<file path="config.mk">
export PLATFORM = sky130hd
export DESIGN_NAME = amg_guard
export DESIGN_NICKNAME = d
export VERILOG_FILES = /design/src/hdl/amg_pkg.sv /design/src/hdl/amg_area_dec.sv /design/src/hdl/amg_irq.sv /design/src/hdl/amg_guard.sv
export SDC_FILE = /design/constraint.sdc
export NUM_CORES = 1
export LEC_CHECK = 0
export ABC_AREA = 1
export ABC_CLOCK_PERIOD_IN_PS = 4600
export BUFFER_PORTS_ARGS = -buffer_cell sky130_fd_sc_hd__buf_2
export CAP_MARGIN = 20
export CORE_ASPECT_RATIO = 0.6
export CORE_MARGIN = 4
export CORE_UTILIZATION = 30
export DETAILED_ROUTE_END_ITERATION = 8
export PLACE_DENSITY_LB_ADDON = 0.15
export SLEW_MARGIN = 0
export SYNTH_ARGS = -nofsm -noshare
export SYNTH_HDL_FRONTEND = slang
export SYNTH_SLANG_ARGS = --single-unit
</file>
<file path="constraint.sdc">
create_clock -name pclk -period 4.6 [get_ports pclk]
set_input_delay 0.23 -clock pclk [delete_from_list [all_inputs] [get_ports pclk]]
set_output_delay 0.23 -clock pclk [all_outputs]
set_load 0.01 [all_outputs]
</file>
<file path="src/hdl/amg_pkg.sv">
// Summary of operation
// - Protected: RAM allowed except OS stack, work
// - Protected: shared coprocessor RAM needs explicit enable
// - Protected: everything outside RAM denied, bar exceptions
// - Protected: application and both relief areas allowed
// - Protected: registers allowed except system control register
// - Unprotected: every access allowed
// - Decision uses only status and target area
// - Rule changes take effect only when unprotected
// - Only unprotected software turns protection on
// - Protected call into call relief or return into return relief clears protection
// - Taken interrupt clears protection
// - Attributes reset to permissive values
// - Unprotected software may load new attributes
// - Current role always tracked and visible
// - Denied access raises chip reset request
package amg_pkg;

	// ==========================================
	// Address map
	localparam int          AW            = 24;
	localparam int          NUM_AREAS     = 6;
	localparam int          A_OS_STACK    = 0;
	localparam int          A_OS_WORK     = 1;
	localparam int          A_CPRAM       = 2;
	localparam int          A_APP         = 3;
	localparam int          A_CALL_RELIEF = 4;
	localparam int          A_RET_RELIEF  = 5;
	localparam logic [23:0] RAM_LO        = 24'h000000;
	localparam logic [23:0] RAM_HI        = 24'h00ffff;
	localparam logic [23:0] GPR_LO        = 24'h010000;
	localparam logic [23:0] GPR_HI        = 24'h0100ff;
	localparam logic [23:0] SYSCTL_ADDR   = 24'h010000;
	// Empty window: base above limit, so nothing matches
	localparam logic [23:0] AREA_BASE_RST = 24'hffffff;
	localparam logic [23:0] AREA_LIM_RST  = 24'h000000;

	// ==========================================
	// Register map
	localparam logic [11:0] OFF_CTRL      = 12'h000;
	localparam logic [11:0] OFF_STATE     = 12'h004;
	localparam logic [11:0] OFF_IRQ_STAT  = 12'h008;
	localparam logic [11:0] OFF_IRQ_MASK  = 12'h00c;
	localparam logic [11:0] OFF_AREA0     = 12'h010;
	localparam logic [11:0] OFF_AREA_END  = 12'h03c;
	localparam int          CTRL_ON_BIT   = 0;
	localparam int          CTRL_CPEN_BIT = 1;
	localparam int          ST_PROT_BIT   = 0;
	localparam int          ST_ROLE_BIT   = 1;
	localparam int          ST_RST_BIT    = 2;
	localparam int          NUM_EV        = 4;
	localparam int          EV_DENY       = 0;
	localparam int          EV_CALL_OFF   = 1;
	localparam int          EV_RET_OFF    = 2;
	localparam int          EV_IRQ_OFF    = 3;

	// ==========================================
	// Types
	typedef struct packed {
		logic          valid;
		logic          write;
		logic [AW-1:0] addr;
	} amg_cpu_req_t;

	typedef struct packed {
		logic          call;
		logic          ret;
		logic          irq_take;
		logic [AW-1:0] target;
	} amg_flow_t;

	typedef struct packed {
		logic [AW-1:0] base;
		logic [AW-1:0] limit;
	} amg_area_t;

	typedef struct packed {
		logic                         prot;
		logic                         cpram_en;
		amg_area_t [NUM_AREAS-1:0]    areas;
		amg_cpu_req_t                 mem_req;
		logic                         denied;
		logic                         rst_req;
		logic                         pready;
		logic                         pslverr;
		logic [31:0]                  prdata;
	} amg_guard_st_t;

	typedef struct packed {
		logic [NUM_EV-1:0] stat;
		logic [NUM_EV-1:0] mask;
		logic              irq;
	} amg_irq_st_t;

	function automatic logic in_range(input logic [AW-1:0] a, input logic [AW-1:0] lo,
		input logic [AW-1:0] hi);
		in_range = (a >= lo) && (a <= hi);
	endfunction

endpackage

</file>
<file path="src/hdl/amg_area_dec.sv">
module amg_area_dec
	import amg_pkg::*;
(
	input  wire logic [amg_pkg::AW-1:0]                 addr,
	input  wire amg_pkg::amg_area_t [amg_pkg::NUM_AREAS-1:0] areas,
	output logic [amg_pkg::NUM_AREAS-1:0]               hit
);
	// ==========================================
	// One comparator pair per window
	genvar i;
	generate
		for (i = 0; i < NUM_AREAS; i++) begin : g_win
			assign hit[i] = in_range(addr, areas[i].base, areas[i].limit);
		end
	endgenerate
endmodule // amg_area_dec

</file>
<file path="src/hdl/amg_irq.sv">
module amg_irq
	import amg_pkg::*;
(
	input  wire logic                      pclk,
	input  wire logic                      presetn,
	input  wire logic [amg_pkg::NUM_EV-1:0] ev_set,
	input  wire logic                      stat_wr,
	input  wire logic                      mask_wr,
	input  wire logic [amg_pkg::NUM_EV-1:0] wdata,
	output logic [amg_pkg::NUM_EV-1:0]      stat,
	output logic [amg_pkg::NUM_EV-1:0]      mask,
	output logic                           irq
);
	amg_irq_st_t st_ff;
	amg_irq_st_t nxt_st;

	// ==========================================
	// Sticky status, write one to clear
	always_comb begin
		nxt_st = st_ff;
		// Set beats clear so no event is lost
		nxt_st.stat = (st_ff.stat & ~(stat_wr ? wdata : '0)) | ev_set;
		if (mask_wr) begin
			nxt_st.mask = wdata;
		end
		nxt_st.irq = |(nxt_st.stat & nxt_st.mask);
	end

	always_ff @(posedge pclk or negedge presetn) begin
		if (!presetn) begin
			st_ff <= '0;
		end else begin
			st_ff <= nxt_st;
		end
	end

	assign stat = st_ff.stat;
	assign mask = st_ff.mask;
	assign irq  = st_ff.irq;
endmodule // amg_irq

</file>
<file path="src/hdl/amg_guard.sv">
// Our own choices: the placing of the registers and register access over APB.
module amg_guard
	import amg_pkg::*;
(
	input  wire logic                   pclk,
	input  wire logic                   presetn,
	// APB slave
	input  wire logic                   psel,
	input  wire logic                   penable,
	input  wire logic                   pwrite,
	input  wire logic [11:0]            paddr,
	input  wire logic [31:0]            pwdata,
	output logic [31:0]                 prdata,
	output logic                        pready,
	output logic                        pslverr,
	// CPU side
	input  wire amg_pkg::amg_cpu_req_t  cpu_req,
	input  wire amg_pkg::amg_flow_t     cpu_flow,
	// Memory side
	output amg_pkg::amg_cpu_req_t       mem_req,
	output logic                        access_denied,
	output logic                        chip_rst_req,
	output logic                        prot_status,
	output logic                        irq
);
	// ==========================================
	// State
	amg_guard_st_t           st_ff;
	amg_guard_st_t           nxt_st;
	logic [NUM_AREAS-1:0]    req_hit;
	logic [NUM_AREAS-1:0]    tgt_hit;
	logic [NUM_EV-1:0]       ev_set;
	logic [NUM_EV-1:0]       irq_stat;
	logic [NUM_EV-1:0]       irq_mask;
	logic                    irq_q;
	logic                    allowed;
	logic                    apb_setup;
	logic                    apb_wr;
	logic                    stat_wr;
	logic                    mask_wr;
	logic                    call_off;
	logic                    ret_off;
	logic                    leave_prot;

	// ==========================================
	// APB decode helpers
	function automatic logic is_area_off(input logic [11:0] a);
		is_area_off = (a >= OFF_AREA0) && (a <= OFF_AREA_END) && (a[1:0] == 2'b00);
	endfunction

	function automatic logic is_mapped(input logic [11:0] a);
		is_mapped = (a == OFF_CTRL) || (a == OFF_STATE) || (a == OFF_IRQ_STAT)
			|| (a == OFF_IRQ_MASK) || is_area_off(a);
	endfunction

	// Window index and base/limit select from the offset
	function automatic int area_idx(input logic [11:0] a);
		logic [11:0] rel;
		rel = a - OFF_AREA0;
		area_idx = int'(rel[11:3]);
	endfunction

	// ==========================================
	// Area classification
	amg_area_dec u_req_dec (
		.addr  (cpu_req.addr),
		.areas (st_ff.areas),
		.hit   (req_hit)
	);

	// Relief check uses the branch target, not the data address
	amg_area_dec u_tgt_dec (
		.addr  (cpu_flow.target),
		.areas (st_ff.areas),
		.hit   (tgt_hit)
	);

	// ==========================================
	// Access decision
	logic in_ram;
	logic in_gpr;
	logic ram_ok;
	logic gpr_ok;
	logic cpram_ok;
	logic exc_ok;

	always_comb begin
		in_ram   = in_range(cpu_req.addr, RAM_LO, RAM_HI);
		in_gpr   = in_range(cpu_req.addr, GPR_LO, GPR_HI);
		// OS windows and a closed shared window carve holes in RAM
		ram_ok   = in_ram && !req_hit[A_OS_STACK] && !req_hit[A_OS_WORK]
			&& !(req_hit[A_CPRAM] && !st_ff.cpram_en);
		cpram_ok = req_hit[A_CPRAM] && st_ff.cpram_en;
		exc_ok   = req_hit[A_APP] || req_hit[A_CALL_RELIEF] || req_hit[A_RET_RELIEF];
		gpr_ok   = in_gpr && (cpu_req.addr != SYSCTL_ADDR);
		// Status and target area only; no history or data enter here
		allowed  = !st_ff.prot || ram_ok || cpram_ok || exc_ok || gpr_ok;
	end

	// ==========================================
	// Protect status transitions
	always_comb begin
		call_off   = st_ff.prot && cpu_flow.call && tgt_hit[A_CALL_RELIEF];
		ret_off    = st_ff.prot && cpu_flow.ret && tgt_hit[A_RET_RELIEF];
		leave_prot = call_off || ret_off || (st_ff.prot && cpu_flow.irq_take);
	end

	// ==========================================
	// APB strobes
	always_comb begin
		apb_setup = psel && !penable;
		apb_wr    = psel && penable && st_ff.pready && pwrite && is_mapped(paddr);
		stat_wr   = apb_wr && (paddr == OFF_IRQ_STAT);
		mask_wr   = apb_wr && (paddr == OFF_IRQ_MASK);
	end

	// ==========================================
	// Events
	always_comb begin
		ev_set              = '0;
		ev_set[EV_DENY]     = cpu_req.valid && !allowed;
		ev_set[EV_CALL_OFF] = call_off;
		ev_set[EV_RET_OFF]  = ret_off;
		ev_set[EV_IRQ_OFF]  = st_ff.prot && cpu_flow.irq_take;
	end

	amg_irq u_irq (
		.pclk    (pclk),
		.presetn (presetn),
		.ev_set  (ev_set),
		.stat_wr (stat_wr),
		.mask_wr (mask_wr),
		.wdata   (pwdata[NUM_EV-1:0]),
		.stat    (irq_stat),
		.mask    (irq_mask),
		.irq     (irq_q)
	);

	// ==========================================
	// Read mux
	function automatic logic [31:0] read_word(input logic [11:0] a);
		logic [31:0] w;
		int          k;
		w = '0;
		k = area_idx(a);
		if (a == OFF_CTRL) begin
			w[CTRL_ON_BIT]   = st_ff.prot;
			w[CTRL_CPEN_BIT] = st_ff.cpram_en;
		end else if (a == OFF_STATE) begin
			w[ST_PROT_BIT] = st_ff.prot;
			w[ST_ROLE_BIT] = !st_ff.prot;
			w[ST_RST_BIT]  = st_ff.rst_req;
		end else if (a == OFF_IRQ_STAT) begin
			w[NUM_EV-1:0] = irq_stat;
		end else if (a == OFF_IRQ_MASK) begin
			w[NUM_EV-1:0] = irq_mask;
		end else if (is_area_off(a) && (k < NUM_AREAS)) begin
			w[AW-1:0] = a[2] ? st_ff.areas[k].limit : st_ff.areas[k].base;
		end
		read_word = w;
	endfunction

	// ==========================================
	// Next state
	always_comb begin
		int k;
		k      = area_idx(paddr);
		nxt_st = st_ff;

		// Single wait-free access phase
		nxt_st.pready = apb_setup;
		if (apb_setup) begin
			nxt_st.prdata  = pwrite ? '0 : read_word(paddr);
			// Locked writes are flagged so software sees the refusal
			nxt_st.pslverr = !is_mapped(paddr)
				|| (pwrite && st_ff.prot && ((paddr == OFF_CTRL) || is_area_off(paddr)));
		end else if (!psel) begin
			nxt_st.pslverr = 1'b0;
		end

		// Configuration only moves while unprotected
		if (apb_wr && !st_ff.prot) begin
			if (paddr == OFF_CTRL) begin
				nxt_st.cpram_en = pwdata[CTRL_CPEN_BIT];
				nxt_st.prot     = pwdata[CTRL_ON_BIT];
			end else if (is_area_off(paddr) && (k < NUM_AREAS)) begin
				if (paddr[2]) begin
					nxt_st.areas[k].limit = pwdata[AW-1:0];
				end else begin
					nxt_st.areas[k].base = pwdata[AW-1:0];
				end
			end
		end

		// Leaving protection wins over any concurrent request
		if (leave_prot) begin
			nxt_st.prot = 1'b0;
		end

		// Forward only granted requests; a denied write dies here
		nxt_st.mem_req       = cpu_req;
		nxt_st.mem_req.valid = cpu_req.valid && allowed;
		nxt_st.denied        = cpu_req.valid && !allowed;
		// Held until the chip reset removes it
		nxt_st.rst_req       = st_ff.rst_req || (cpu_req.valid && !allowed);
	end

	// ==========================================
	// Registers
	always_ff @(posedge pclk or negedge presetn) begin
		if (!presetn) begin
			st_ff          <= '0;
			for (int i = 0; i < NUM_AREAS; i++) begin
				st_ff.areas[i].base  <= AREA_BASE_RST;
				st_ff.areas[i].limit <= AREA_LIM_RST;
			end
		end else begin
			st_ff <= nxt_st;
		end
	end

	// ==========================================
	// Outputs
	assign prdata        = st_ff.prdata;
	assign pready        = st_ff.pready;
	assign pslverr       = st_ff.pslverr;
	assign mem_req       = st_ff.mem_req;
	assign access_denied = st_ff.denied;
	assign chip_rst_req  = st_ff.rst_req;
	assign prot_status   = st_ff.prot;
	assign irq           = irq_q;
endmodule // amg_guard

</file>
==> impl_metrics.env <==
export IMPL_outcome="finished clean"
export IMPL_fin_setup_tns_ps=0
export IMPL_vias=21674
export IMPL_drtIter0Drc=1822
export IMPL_tightest_slew_ps=1065
export IMPL_cts_root_buf="clkbuf_16"
export IMPL_skew_ps=29.91
export IMPL_die_area_um2=90080
export IMPL_core_um2=83930
export IMPL_timing_fmax_mhz=307.5
export IMPL_dp_slack_ps=1036
export IMPL_htreeDepth=2
export IMPL_vias_per_cell=4.826
export IMPL_grt_overflow_total=0
export IMPL_dp_cells=4395
export IMPL_drc_errors=0
export IMPL_grt_setup_unrepaired="no"
export IMPL_avgSynthCellArea_um2=7.780
export IMPL_final_nets=3816
export IMPL_diodes=0
export IMPL_clk_pin_slew_worst_paths_ps=60
export IMPL_power_leakage_uw=0.01230
export IMPL_synth_seq_area_share_pct=35.27
export IMPL_totalWireLength_um=92870
export IMPL_ios=166
export IMPL_synth_distinct_cells=43
export IMPL_rows=82
export IMPL_critPathMaxStageDelay_ps=540
export IMPL_cts_buffers=41
export IMPL_path_class="input pin to flip-flop"
export IMPL_worstPathArrival_ps=3780
export IMPL_routabilityCongestion=0.8979
export IMPL_die_y_um=234.1
export IMPL_grt_max_degree=99
export IMPL_grt_pass1_vias=19981
export IMPL_synth_edf_count=0
export IMPL_startpoint_type="input pin"
export IMPL_final_cell_area_um2=28440
export IMPL_dpl_instance_area_um2=26810
export IMPL_critPathSlowestCell="dlygate4sd3_1"
export IMPL_power_uw=7670
export IMPL_crit_path_end_kind="flip-flop"
export IMPL_slew_headroom_pct=28.75
export IMPL_antenna_found_initial=0
export IMPL_cts_sinks=353
export IMPL_critPathMostFrequentCell="nand2_1"
export IMPL_syn_inst=3285
export IMPL_powerDensity_nw_per_um2=269.7
export IMPL_ys_dominant_reg_cell="dfrtp_1"
export IMPL_post_cts_buffers=0
export IMPL_synth_seq_cells=353
export IMPL_path_cells="dlygate4sd3_1, buf_2, ha_1, nand2_1, nor2_1, nand2_1, nor3_1, nand4_1, nand2_1, nand2_1, nand4_1, nand4_1, nand2_1, nand2_1, nand2_1"
export IMPL_fp_dieW_um=384.8
export IMPL_io_buffers=149
export IMPL_grt_pass1_wl_um=137200
export IMPL_final_cell_count_no_fill=4491
export IMPL_maxCapViolations=0
export IMPL_syn_cell_area_um2=25560
export IMPL_clock_latency_ps=600
export IMPL_period_share_pct=70.70
export IMPL_grt_use_total_pct=20.47
export IMPL_ys_top_cells_by_count="nand2_1, inv_1, o21ai_0, ha_1, a21oi_1"
export IMPL_area_delta_synth_final_pct=11.29
export IMPL_hold_class="input pin to flip-flop"
export IMPL_vdd_ir_drop_max_mv=0.2188
export IMPL_drive_gt1_share_pct=12.39
export IMPL_finalMaxSlewViolations=0
export IMPL_synthArstFlopShare_pct=100.0
export IMPL_crit_fanout=14
export IMPL_required_ps=5130
export IMPL_dr_pass1_iters=7
export IMPL_cts_tree="yes"
export IMPL_yosys_top_cells_area="dfrtp_1, ha_1, dfstp_2, nand2_1, o21ai_0"
export IMPL_ctsLongestPathBuffers=3
export IMPL_wire_per_inst_um=20.68
export IMPL_yosysTopAreaCellShare_pct=20.46
export IMPL_drtAntennaViolNets=0
export IMPL_synth_warnings=0
export IMPL_setup_slack_ps=1348
export IMPL_finalSetupViolations=0
export IMPL_post_synth_top_count_cell="nand2_1"
export IMPL_post_route_min_period_ps=3252
export IMPL_hold_violations=0
export IMPL_hpwlAfterDp_um=67800
export IMPL_start_util_pct=30.45
export IMPL_synth_area_leader_cell="dfrtp_1"
critical path, delay by kind of cell:
kind / cells / cell delay (ps)
and+or+nand+nor: 12 / 2350
buffers and inverters: 2 / 820
adders and majority gates: 1 / 350
path summary, 6_finish.rpt:
path                            depth (start not counted)             startpoint                         end  slack (ps)
worst max-delay path                                   15            cpu_req[22]         u_irq.irq$_DFF_PN0_        1350
worst min-delay path                                    1            cpu_req[17]       mem_req[17]$_DFF_PN0_          30
worst max register to register                         13              flip-flop         u_irq.irq$_DFF_PN0_        1400
worst min register to register                          2  prdata[2]$_DFFE_PN0P_       prdata[2]$_DFFE_PN0P_         480
max in group asynchronous                               3                presetn  asynchronous set/reset pin        3110
min in group asynchronous                               2                presetn         pslverr$_DFFE_PN0P_         250
layout make-up:
type / count / area [um2]
well taps: 1134 / 1419
inverters: 432 / 1622
multi-input cells: 2305 / 13810
clock inverters: 14 / 141.4
repair buffers: 192 / 1179
clock buffers: 61 / 1264
fillers: 9044 / 55480
flip-flops and latches: 353 / 9014
logic make-up (layout without fill, tap and decap cells):
| group | count (synthesis) | after routing | share of synthesized area, % |
|---|---|---|---|
| buffers and inverters | 634 | 699 | 10.85 |
| and+or+nand+nor | 1054 | 1054 | 16.78 |
| DFF | 353 | 353 | 35.27 |
| adders and majority gates | 389 | 389 | 19.04 |
| other | 1 | 8 | 0.01467 |
| AOI/OAI and AO/OA | 854 | 854 | 18.04 |
layer usage:
layer	routed length, um	global-route usage [%]
met1	49800	32.74
met2	35800	28.27
met3	6061	4.053
met4	1205	3.070
met5	0	0
through the flow:
step | utilization, % | hold WS [ps]
6_report | 33.89 | 29.42
5_1_grt | 33.89 | 7.955
4_1_cts | 33.84 | 2.692
3_5_place_dp | 31.94 | 287.3
3_3_place_gp | 31.94 | 287.1
2_1_floorplan | - | -65.59
what timing repair did:
item                                   4_1_cts  5_1_grt
endpoints found under the hold margin       55        0
gates resized for setup                      0        0
hold buffers                                19        0
setup endpoints to repair                    0        0
report_power, final:
part           internal (uW)  total, uW  switching, uW
registers               3120       3130           2.97
clock network           2020       3520           1500
logic                    312       1020            708
cells in the final DEF (no fill, tap or decap), types with 6 or more instances in the layout:
master | netlist | layout
clkbuf_8 | 0 | 12
nor4_1 | 7 | 7
dfrtp_1 | 209 | 209
buf_4 | 63 | 21
a32oi_1 | 21 | 21
o21ai_0 | 415 | 415
buf_2 | 15 | 147
o21ai_1 | 56 | 56
o21ai_2 | 9 | 9
o221ai_1 | 23 | 23
a21o_1 | 12 | 12
o211ai_1 | 12 | 12
nor2_1 | 151 | 150
nand4_1 | 41 | 41
nand2_2 | 7 | 10
nand2_1 | 744 | 741
dfstp_2 | 144 | 144
nor3_1 | 7 | 7
nand3_1 | 86 | 86
conb_1 | 1 | 8
o21a_1 | 17 | 17
dlygate4sd3_1 | 0 | 19
clkbuf_16 | 0 | 43
a21oi_1 | 277 | 277
inv_1 | 428 | 427
clkbuf_1 | 93 | 6
ha_1 | 389 | 389
Power figures use the tool's default switching activity.
